File: src/common/stack_exec_defs.svh
// Offsets, field positions, reset values and opcodes of the stack and carry-clear unit
`ifndef STACK_EXEC_DEFS_SVH
`define STACK_EXEC_DEFS_SVH

// ==========================================
// APB map (byte addresses on a 12-bit paddr)
`define CMD_OFF 12'h000
`define FLAGS_OFF 12'h004
`define MEM_WIN_SEL 2'h1
// Stack pointer index in register space; its APB byte address is four times this
`define SP_REG_IDX 8'hD9
`define FLAGS_REG_IDX 8'hD5

// ==========================================
// Fields
`define CARRY_BIT 7
`define CMD_OPC_LSB 0
`define CMD_OPR_LSB 8
`define SP_RESET 8'h00
`define FLAGS_RESET 8'h00

// ==========================================
// Opcodes
`define OPC_POP_DIR 8'h50
`define OPC_POP_IND 8'h51
`define OPC_PUSH_DIR 8'h70
`define OPC_PUSH_IND 8'h71
`define OPC_CARRY_CLR 8'hCF

`endif

File: src/common/stack_exec_pkg.sv
// Types shared by the stack and carry-clear unit
package stack_exec_pkg;

  typedef enum logic [3:0] {
    S_IDLE,
    S_PTR_RD,
    S_PTR_GET,
    S_DAT_RD,
    S_DAT_GET,
    S_DEC,
    S_WRITE,
    S_INC,
    S_MEM_RET
  } state_t;

  typedef enum logic [1:0] {
    RD_MEM,
    RD_SP,
    RD_FLAGS
  } rd_src_t;

endpackage

File: src/hw/reg_space_mem.sv
// Single-port 256 x 8 register space with registered read data
`timescale 1ns/1ps

module reg_space_mem (
  input wire logic clk,
  input wire logic sys_rst,
  input wire logic [7:0] addr,
  input wire logic we,
  input wire logic [7:0] wdata,
  output logic [7:0] rdata
);

  logic [7:0] mem [0:255];
  logic [7:0] rdata_q;

  // Array has no reset: software sees undefined contents until written
  always_ff @(posedge clk) begin
    if (we) begin
      mem[addr] <= wdata;
    end
  end

  always_ff @(posedge clk) begin
    if (sys_rst) begin
      rdata_q <= 8'h00;
    end else begin
      rdata_q <= mem[addr];
    end
  end

  assign rdata = rdata_q;

endmodule // reg_space_mem

File: src/hw/stack_exec.sv
// Push, pop and carry-clear execution unit with an APB register port
//
// Design decision made here: the APB slave port.
`timescale 1ns/1ps
`include "stack_exec_defs.svh"

// What this block does
// - Stack pointer is 8-bit register 0D9H
// - Pop copies stack byte, then increments pointer
// - Indirect pop writes the pointed-to register
// - Push decrements pointer before the stack write
// - Push stores source at new pointer, source kept
// - Indirect push stacks the pointed-to register
// - Carry clear forces carry to zero
// - Carry clear keeps all other flags
module stack_exec (
  input wire logic clk,
  input wire logic sys_rst,
  input wire logic psel,
  input wire logic penable,
  input wire logic pwrite,
  input wire logic [11:0] paddr,
  input wire logic [31:0] pwdata,
  output logic [31:0] prdata,
  output logic pready,
  output logic pslverr,
  output logic busy,
  output logic [7:0] stack_pointer,
  output logic [7:0] flags
);

  // ==========================================
  // State
  stack_exec_pkg::state_t state_q, state_d;
  stack_exec_pkg::rd_src_t rd_src_q, rd_src_d;
  logic [7:0] stack_pointer_q, stack_pointer_d;
  logic [7:0] flags_q, flags_d;
  logic [7:0] opc_q, opc_d;
  logic [7:0] operand_q, operand_d;
  logic [7:0] ptr_q, ptr_d;
  logic [7:0] data_q, data_d;
  logic [31:0] prdata_q, prdata_d;
  logic pready_q, pready_d;
  logic pslverr_q, pslverr_d;
  logic busy_q, busy_d;

  logic [7:0] mem_addr;
  logic mem_we;
  logic [7:0] mem_wdata;
  logic [7:0] mem_rdata;
  logic [7:0] rd_value;
  logic [7:0] wr_addr;
  logic wr_en;
  logic [7:0] wr_data;
  logic access;
  logic is_push;
  logic is_ind;
  logic opc_legal;

  reg_space_mem u_mem (
    .clk(clk),
    .sys_rst(sys_rst),
    .addr(mem_addr),
    .we(mem_we),
    .wdata(mem_wdata),
    .rdata(mem_rdata)
  );

  assign access = psel && penable && !pready_q;
  assign is_push = (opc_q == `OPC_PUSH_DIR) || (opc_q == `OPC_PUSH_IND);
  assign is_ind = opc_q[0];
  assign opc_legal = (pwdata[7:0] == `OPC_POP_DIR) || (pwdata[7:0] == `OPC_POP_IND) ||
                     (pwdata[7:0] == `OPC_PUSH_DIR) || (pwdata[7:0] == `OPC_PUSH_IND) ||
                     (pwdata[7:0] == `OPC_CARRY_CLR);

  // Stack pointer and flags live in flops but answer at their register-space addresses
  always_comb begin
    case (rd_src_q)
      stack_exec_pkg::RD_SP: rd_value = stack_pointer_q;
      stack_exec_pkg::RD_FLAGS: rd_value = flags_q;
      default: rd_value = mem_rdata;
    endcase
  end

  // ==========================================
  // Next-state logic
  always_comb begin
    state_d = state_q;
    stack_pointer_d = stack_pointer_q;
    flags_d = flags_q;
    opc_d = opc_q;
    operand_d = operand_q;
    ptr_d = ptr_q;
    data_d = data_q;
    prdata_d = prdata_q;
    pready_d = 1'b0;
    pslverr_d = 1'b0;
    mem_addr = operand_q;
    wr_en = 1'b0;
    wr_addr = 8'h00;
    wr_data = 8'h00;
    case (state_q)
      stack_exec_pkg::S_IDLE: begin
        if (access) begin
          pready_d = 1'b1;
          prdata_d = 32'h0000_0000;
          if (paddr == `CMD_OFF) begin
            if (!pwrite) begin
              prdata_d = {16'h0000, operand_q, opc_q};
            end else if (!opc_legal) begin
              pslverr_d = 1'b1;
            end else begin
              opc_d = pwdata[`CMD_OPC_LSB +: 8];
              operand_d = pwdata[`CMD_OPR_LSB +: 8];
              if (pwdata[7:0] == `OPC_CARRY_CLR) begin
                flags_d[`CARRY_BIT] = 1'b0;
              end else begin
                pready_d = 1'b0;
                if (pwdata[7:0] == `OPC_PUSH_IND) begin
                  state_d = stack_exec_pkg::S_PTR_RD;
                end else begin
                  state_d = stack_exec_pkg::S_DAT_RD;
                end
              end
            end
          end else if (paddr == `FLAGS_OFF) begin
            prdata_d = {24'h000000, flags_q};
            if (pwrite) begin
              flags_d = pwdata[7:0];
            end
          end else if (paddr == {2'b00, `SP_REG_IDX, 2'b00}) begin
            prdata_d = {24'h000000, stack_pointer_q};
            if (pwrite) begin
              stack_pointer_d = pwdata[7:0];
            end
          end else if (paddr[11:10] == `MEM_WIN_SEL) begin
            mem_addr = paddr[9:2];
            if (pwrite) begin
              wr_en = 1'b1;
              wr_addr = paddr[9:2];
              wr_data = pwdata[7:0];
            end else begin
              pready_d = 1'b0;
              state_d = stack_exec_pkg::S_MEM_RET;
            end
          end else begin
            pslverr_d = 1'b1;
          end
        end
      end
      stack_exec_pkg::S_MEM_RET: begin
        prdata_d = {24'h000000, rd_value};
        pready_d = 1'b1;
        state_d = stack_exec_pkg::S_IDLE;
      end
      stack_exec_pkg::S_PTR_RD: begin
        mem_addr = operand_q;
        state_d = stack_exec_pkg::S_PTR_GET;
      end
      stack_exec_pkg::S_PTR_GET: begin
        ptr_d = rd_value;
        state_d = is_push ? stack_exec_pkg::S_DAT_RD : stack_exec_pkg::S_WRITE;
      end
      stack_exec_pkg::S_DAT_RD: begin
        if (is_push) begin
          mem_addr = is_ind ? ptr_q : operand_q;
        end else begin
          mem_addr = stack_pointer_q;
        end
        state_d = stack_exec_pkg::S_DAT_GET;
      end
      stack_exec_pkg::S_DAT_GET: begin
        data_d = rd_value;
        if (is_push) begin
          state_d = stack_exec_pkg::S_DEC;
        end else if (is_ind) begin
          state_d = stack_exec_pkg::S_PTR_RD;
        end else begin
          state_d = stack_exec_pkg::S_WRITE;
        end
      end
      stack_exec_pkg::S_DEC: begin
        stack_pointer_d = stack_pointer_q - 8'h01;
        state_d = stack_exec_pkg::S_WRITE;
      end
      stack_exec_pkg::S_WRITE: begin
        wr_en = 1'b1;
        wr_data = data_q;
        if (is_push) begin
          wr_addr = stack_pointer_q;
          state_d = stack_exec_pkg::S_IDLE;
          pready_d = 1'b1;
        end else begin
          wr_addr = is_ind ? ptr_q : operand_q;
          state_d = stack_exec_pkg::S_INC;
        end
        mem_addr = wr_addr;
      end
      stack_exec_pkg::S_INC: begin
        stack_pointer_d = stack_pointer_q + 8'h01;
        state_d = stack_exec_pkg::S_IDLE;
        pready_d = 1'b1;
      end
      default: begin
        state_d = stack_exec_pkg::S_IDLE;
      end
    endcase
    // A write landing on the pointer or flag address goes to the flop, not the array
    mem_we = 1'b0;
    mem_wdata = wr_data;
    if (wr_en) begin
      if (wr_addr == `SP_REG_IDX) begin
        stack_pointer_d = wr_data;
      end else if (wr_addr == `FLAGS_REG_IDX) begin
        flags_d = wr_data;
      end else begin
        mem_we = 1'b1;
      end
    end
    if (mem_addr == `SP_REG_IDX) begin
      rd_src_d = stack_exec_pkg::RD_SP;
    end else if (mem_addr == `FLAGS_REG_IDX) begin
      rd_src_d = stack_exec_pkg::RD_FLAGS;
    end else begin
      rd_src_d = stack_exec_pkg::RD_MEM;
    end
    busy_d = (state_d != stack_exec_pkg::S_IDLE);
  end

  // ==========================================
  // Registers
  always_ff @(posedge clk) begin
    if (sys_rst) begin
      state_q <= stack_exec_pkg::S_IDLE;
      rd_src_q <= stack_exec_pkg::RD_MEM;
      stack_pointer_q <= `SP_RESET;
      flags_q <= `FLAGS_RESET;
      opc_q <= 8'h00;
      operand_q <= 8'h00;
      ptr_q <= 8'h00;
      data_q <= 8'h00;
      prdata_q <= 32'h0000_0000;
      pready_q <= 1'b0;
      pslverr_q <= 1'b0;
      busy_q <= 1'b0;
    end else begin
      state_q <= state_d;
      rd_src_q <= rd_src_d;
      stack_pointer_q <= stack_pointer_d;
      flags_q <= flags_d;
      opc_q <= opc_d;
      operand_q <= operand_d;
      ptr_q <= ptr_d;
      data_q <= data_d;
      prdata_q <= prdata_d;
      pready_q <= pready_d;
      pslverr_q <= pslverr_d;
      busy_q <= busy_d;
    end
  end

  assign prdata = prdata_q;
  assign pready = pready_q;
  assign pslverr = pslverr_q;
  assign busy = busy_q;
  assign stack_pointer = stack_pointer_q;
  assign flags = flags_q;

  // ==========================================
  // Assertions
  a_sp_apb_read: assert property (@(posedge clk) disable iff (sys_rst)
    (state_q == stack_exec_pkg::S_IDLE && access && !pwrite && paddr == {2'b00, `SP_REG_IDX, 2'b00})
    |=> prdata_q[7:0] == $past(stack_pointer_q) && pready_q)
    else $error("stack pointer read mismatch");
  a_pop_copy_inc: assert property (@(posedge clk) disable iff (sys_rst)
    (state_q == stack_exec_pkg::S_DAT_RD && !is_push)
    |-> mem_addr == stack_pointer_q ##1 stack_pointer_q == $past(stack_pointer_q) [*1] ##[1:4]
        (state_q == stack_exec_pkg::S_INC))
    else $error("pop order broken");
  a_pop_inc_after: assert property (@(posedge clk) disable iff (sys_rst)
    (state_q == stack_exec_pkg::S_INC)
    |=> state_q == stack_exec_pkg::S_IDLE && stack_pointer_q == $past(stack_pointer_q) + 8'h01)
    else $error("pop did not increment last");
  a_pop_ind_dst: assert property (@(posedge clk) disable iff (sys_rst)
    (state_q == stack_exec_pkg::S_WRITE && !is_push && is_ind)
    |-> wr_addr == ptr_q && operand_q == $past(operand_q))
    else $error("indirect pop target wrong");
  a_push_dec_first: assert property (@(posedge clk) disable iff (sys_rst)
    (state_q == stack_exec_pkg::S_DEC)
    |=> state_q == stack_exec_pkg::S_WRITE && stack_pointer_q == $past(stack_pointer_q) - 8'h01)
    else $error("push did not decrement first");
  a_push_store: assert property (@(posedge clk) disable iff (sys_rst)
    (state_q == stack_exec_pkg::S_WRITE && is_push)
    |-> wr_en && wr_addr == stack_pointer_q && wr_data == data_q)
    else $error("push stored at wrong place");
  a_push_ind_src: assert property (@(posedge clk) disable iff (sys_rst)
    (state_q == stack_exec_pkg::S_DAT_RD && is_push && is_ind) |-> mem_addr == ptr_q)
    else $error("indirect push read wrong register");
  a_carry_clear: assert property (@(posedge clk) disable iff (sys_rst)
    (state_q == stack_exec_pkg::S_IDLE && access && pwrite && paddr == `CMD_OFF &&
     pwdata[7:0] == `OPC_CARRY_CLR) |=> !flags_q[`CARRY_BIT] && pready_q)
    else $error("carry not cleared");
  a_carry_others: assert property (@(posedge clk) disable iff (sys_rst)
    (state_q == stack_exec_pkg::S_IDLE && access && pwrite && paddr == `CMD_OFF &&
     pwdata[7:0] == `OPC_CARRY_CLR) |=> flags_q[6:0] == $past(flags_q[6:0]))
    else $error("carry clear touched other flags");
  a_flags_hold: assert property (@(posedge clk) disable iff (sys_rst)
    (state_q != stack_exec_pkg::S_IDLE && !(wr_en && wr_addr == `FLAGS_REG_IDX))
    |=> flags_q == $past(flags_q))
    else $error("stack op changed flags");

endmodule // stack_exec

File: config.mk
export PLATFORM = sky130hd
export DESIGN_NAME = stack_exec
export DESIGN_NICKNAME = d
export VERILOG_FILES = /design/src/common/stack_exec_pkg.sv /design/src/hw/reg_space_mem.sv /design/src/hw/stack_exec.sv
export VERILOG_INCLUDE_DIRS = /design/src /design/src/common
export SDC_FILE = /design/constraint.sdc
export NUM_CORES = 2
export LEC_CHECK = 0
export BUFFER_PORTS_ARGS = -buffer_cell sky130_fd_sc_hd__buf_2
export CAP_MARGIN = 5
export CORE_UTILIZATION = 45
export DETAILED_ROUTE_END_ITERATION = 16
export PLACE_DENSITY = 0.62
export SETUP_SLACK_MARGIN = 0.5
export SKIP_LAST_GASP = 1
export SYNTH_ARGS = -nofsm -noshare
export SYNTH_HDL_FRONTEND = slang
export SYNTH_SLANG_ARGS = --single-unit
File: constraint.sdc
create_clock -name clk -period 7.4 [get_ports clk]
set_clock_uncertainty 0.1 [all_clocks]
set_input_delay 0.74 -clock clk [delete_from_list [all_inputs] [get_ports clk]]
set_output_delay 0.74 -clock clk [all_outputs]
set_load 0.1 [all_outputs]
==> impl_metrics.py <==
metrics = {
    "outcome": {
        "run_status": "complete, no violations",
    },
    "sta": {
        "slew_headroom": 0.0722,
        "max_slew.worst_pin.slew_ns": 1.39,
        "finalSetupViolCount": 0,
        "setup_tns_ns": 0,
        "setup_slack_ns": 1.28,
        "rsz0062_at_grt": "false",
        "finalCritPeriodShare": 0.827,
        "whs_ns": 0.0562,
        "drv_slew": 0,
        "hold_viol": 0,
        "max_freq_mhz": 164,
        "period_needed_ns": 6.12,
    },
    "global_route": {
        "track_usage": 0.241,
        "grt_first_pass_wirelength_mm": 349,
        "grt_pass1_vias": 52800,
        "antenna_found_initial": 9,
        "grt_max_degree": 179,
        "grt_overflow_total": 0,
    },
    "worst_setup_path": {
        "cp_max_fo": 71,
        "max_stage_delay_ns": 0.86,
        "crit_required_ns": 8.02,
        "crit_chain": "nand4bb_1, nor3_1, or2_0, a221o_4, buf_4, nand3_1, and3_1, o21ai_0, a31oi_1, a311o_1, or4_1",
        "cp.arrival_ns": 6.73,
        "cp_top_family": "simple AND/OR/NAND/NOR gates",
        "startpoint_type": "register",
        "end_kind": "register",
        "criticalPathCategory": "register to register",
        "crit_slowest_cell": "dfxtp_1",
        "path_buf_inv": 1,
    },
    "yosys": {
        "synth-async-reset-ratio": 0,
        "ys.flop_type": "edfxtp_1",
        "post-synth-top-area-cell": "edfxtp_1",
        "yosysWarnings": 0,
        "synth_enable_flop_cells": 2048,
        "synth-seq-cells": 2129,
        "ys_seq_area_frac": 0.727,
        "synth.top_cells.by_area": "edfxtp_1 71%, nand2_1 7.8%, nand3_1 5.4%",
        "syn_avg_cell_area_um2": 12.6,
        "synth_top_cell_area_share": 0.708,
        "ys_types": 74,
        "synthesis.area_mm2": 0.0869,
        "synth_cells": 6913,
    },
    "pwr": {
        "p_per_area_mw_per_mm2": 246,
        "ir_drop_v": 0.000258,
        "p_leak_nw": 36.3,
        "power_mw": 23.7,
    },
    "finish": {
        "nNetsFinal": 6956,
        "drive_above_1_share": 0.0758,
        "fillers": 16200,
        "regArea_mm2": 0.0631,
        "syn2layout_area_growth_pct": 11.0,
        "multi_input_area_mm2": 0.0219,
    },
    "detailed_routing": {
        "first_pass_iters": 8,
        "dr.first_iter.drc_count": 7339,
        "wire_per_inst_um": 24.8,
        "finalWirelength_mm": 237,
        "vias": 55800,
        "routed_via_density": 5.82,
        "drc": 0,
        "ant_nets": 0,
    },
    "place": {
        "pre_cts_slack_ns": 1.46,
        "finalWeightedCongestion": 0.939,
        "dp_hpwl_mm": 137,
        "io_buffers": 67,
    },
    "floorplanning": {
        "initial_core_util": 0.455,
        "rows": 160,
        "die_h_um": 441,
        "io_pins": 100,
        "die_area_mm2": 0.195,
        "die_w_um": 441,
        "core_region_area_mm2": 0.191,
    },
    "run": {
        "cap_viol_max_count": 0,
    },
    "clock_tree": {
        "holdBufCountCts": 5,
        "cts_buffer_depth": 3,
        "cts_resized": 0,
        "cts_setup_buffers": 0,
        "worstSkewPairLatency_ns": 0.85,
        "cts_made_buffers": 210,
        "cts.sinks": 2129,
        "cts_max_level": 4,
        "root_buffer": "clkbuf_16",
        "clk_pin_slew_ns": 0.06,
        "cts_tree": "yes",
    },
    "worst_hold_path": {
        "worstHoldPathType": "primary input to register",
    },
}
## cells by family (layout without fill, tap and decap cells)
logic type	after synthesis	after routing	share of synthesized area
and+or+nand+nor	3401	3401	0.170
DFF	2129	2129	0.727
AOI/OAI and AO/OA	635	635	0.0474
buffers and inverters	480	608	0.0247
muxes	252	252	0.0291
adders and majority gates	9	9	0.00138
xor gates and xnor gates	6	6	0.000605
other	1	36	0.0000432
## worst paths after layout
kind / endpoint / depth (start not counted) / slack, ns / from
setup / recovery: u_mem.rdata[3] / 11 / 1.28 / state_q[0]
hold reg to reg: data_q[6] / 2 / 0.36 / data_q[6]
setup reg to reg: u_mem.rdata[3] / 11 / 1.28 / state_q[0]
hold / removal: operand_q[6] / 3 / 0.06 / pwdata[14]
## flip-flops by register name (all words and copies together) (netlist names)
register and cells:
ptr_q 8, operand_q 8, pready 1, flags 8, rd_src_q 2, data_q 8
u_mem.mem 2048, u_mem.rdata 8, stack_pointer 8, busy 1, prdata 16, state_q 4
opc_q 8, pslverr 1
## placed cells by master, fill, tap and decap left out, types with 109 or more instances in the layout
cell type,n
edfxtp_1,2048
nand2_1,1807
nand3_1,934
nor2_1,329
mux2i_1,246
a21oi_1,216
clkbuf_16,214
o21ai_0,115
and3_1,114
buf_4,109
## area by class of cell
| class | count | share of cell area |
|---|---|---|
| flip-flops and latches | 2129 | 0.655 |
| multi-input cells | 4335 | 0.227 |
| clock buffers | 285 | 0.0587 |
| well taps | 2511 | 0.0326 |
| repair buffers | 205 | 0.0174 |
| clock inverters | 101 | 0.00860 |
| inverters | 17 | 0.00121 |
| diodes | 4 | 0.000104 |
## report_power, final
part / switching, mW / internal, mW
Sequential: 0.00502 / 13.0
Combinational: 0.369 / 0.0984
Clock: 4.49 / 5.72
## cell usage after synthesis, types with 9 or more instances
library cell,n
nand4_1,36
buf_1,80
mux2i_1,246
nand2_1,1807
edfxtp_1,2048
a21oi_1,216
a32oi_1,20
o21bai_1,9
o21ai_0,115
a221oi_1,23
a32o_1,9
nor2b_1,22
and3_1,114
a22oi_1,40
buf_4,18
buf_6,10
a31oi_1,34
nand3_1,942
clkbuf_1,193
inv_1,17
buf_2,161
a211oi_1,38
nor2_1,336
nor3_1,45
or4_1,17
o21a_1,14
nor4_1,32
o22ai_1,10
o211ai_1,10
o31ai_1,16
dfxtp_1,81
a22o_1,15
a221o_1,11
## worst min-delay path: cells and delay by family
kind | cells | cell delay [ns]
AO/OA/AOI/OAI | 1 | 0.06
AND/OR/NAND/NOR | 1 | 0.05
buffers and inverters | 1 | 0.10
## layer usage
layer / routed length [um] / vias to the layer above / GRT usage / share of wire
met2: 110000 / 2423 / 0.375 / 0.46
met3: 19000 / 435 / 0.0350 / 0.080
met1: 99000 / 27800 / 0.342 / 0.42
li1: - / 25200 / - / -
met4: 9080 / 0 / 0.0945 / 0.038
met5: 0 / - / 0 / 0
## per-stage QoR
step,instance area [um^2],utilization,std cells
3_5_place_dp,89900,0.470,9191
5_1_grt,96400,0.505,9584
2_1_floorplan,87000,-,6944
6_report,96400,0.505,9587
3_3_place_gp,89900,0.470,9191
4_1_cts,96400,0.505,9582
No activity file was read; power rests on OpenSTA's default activity.
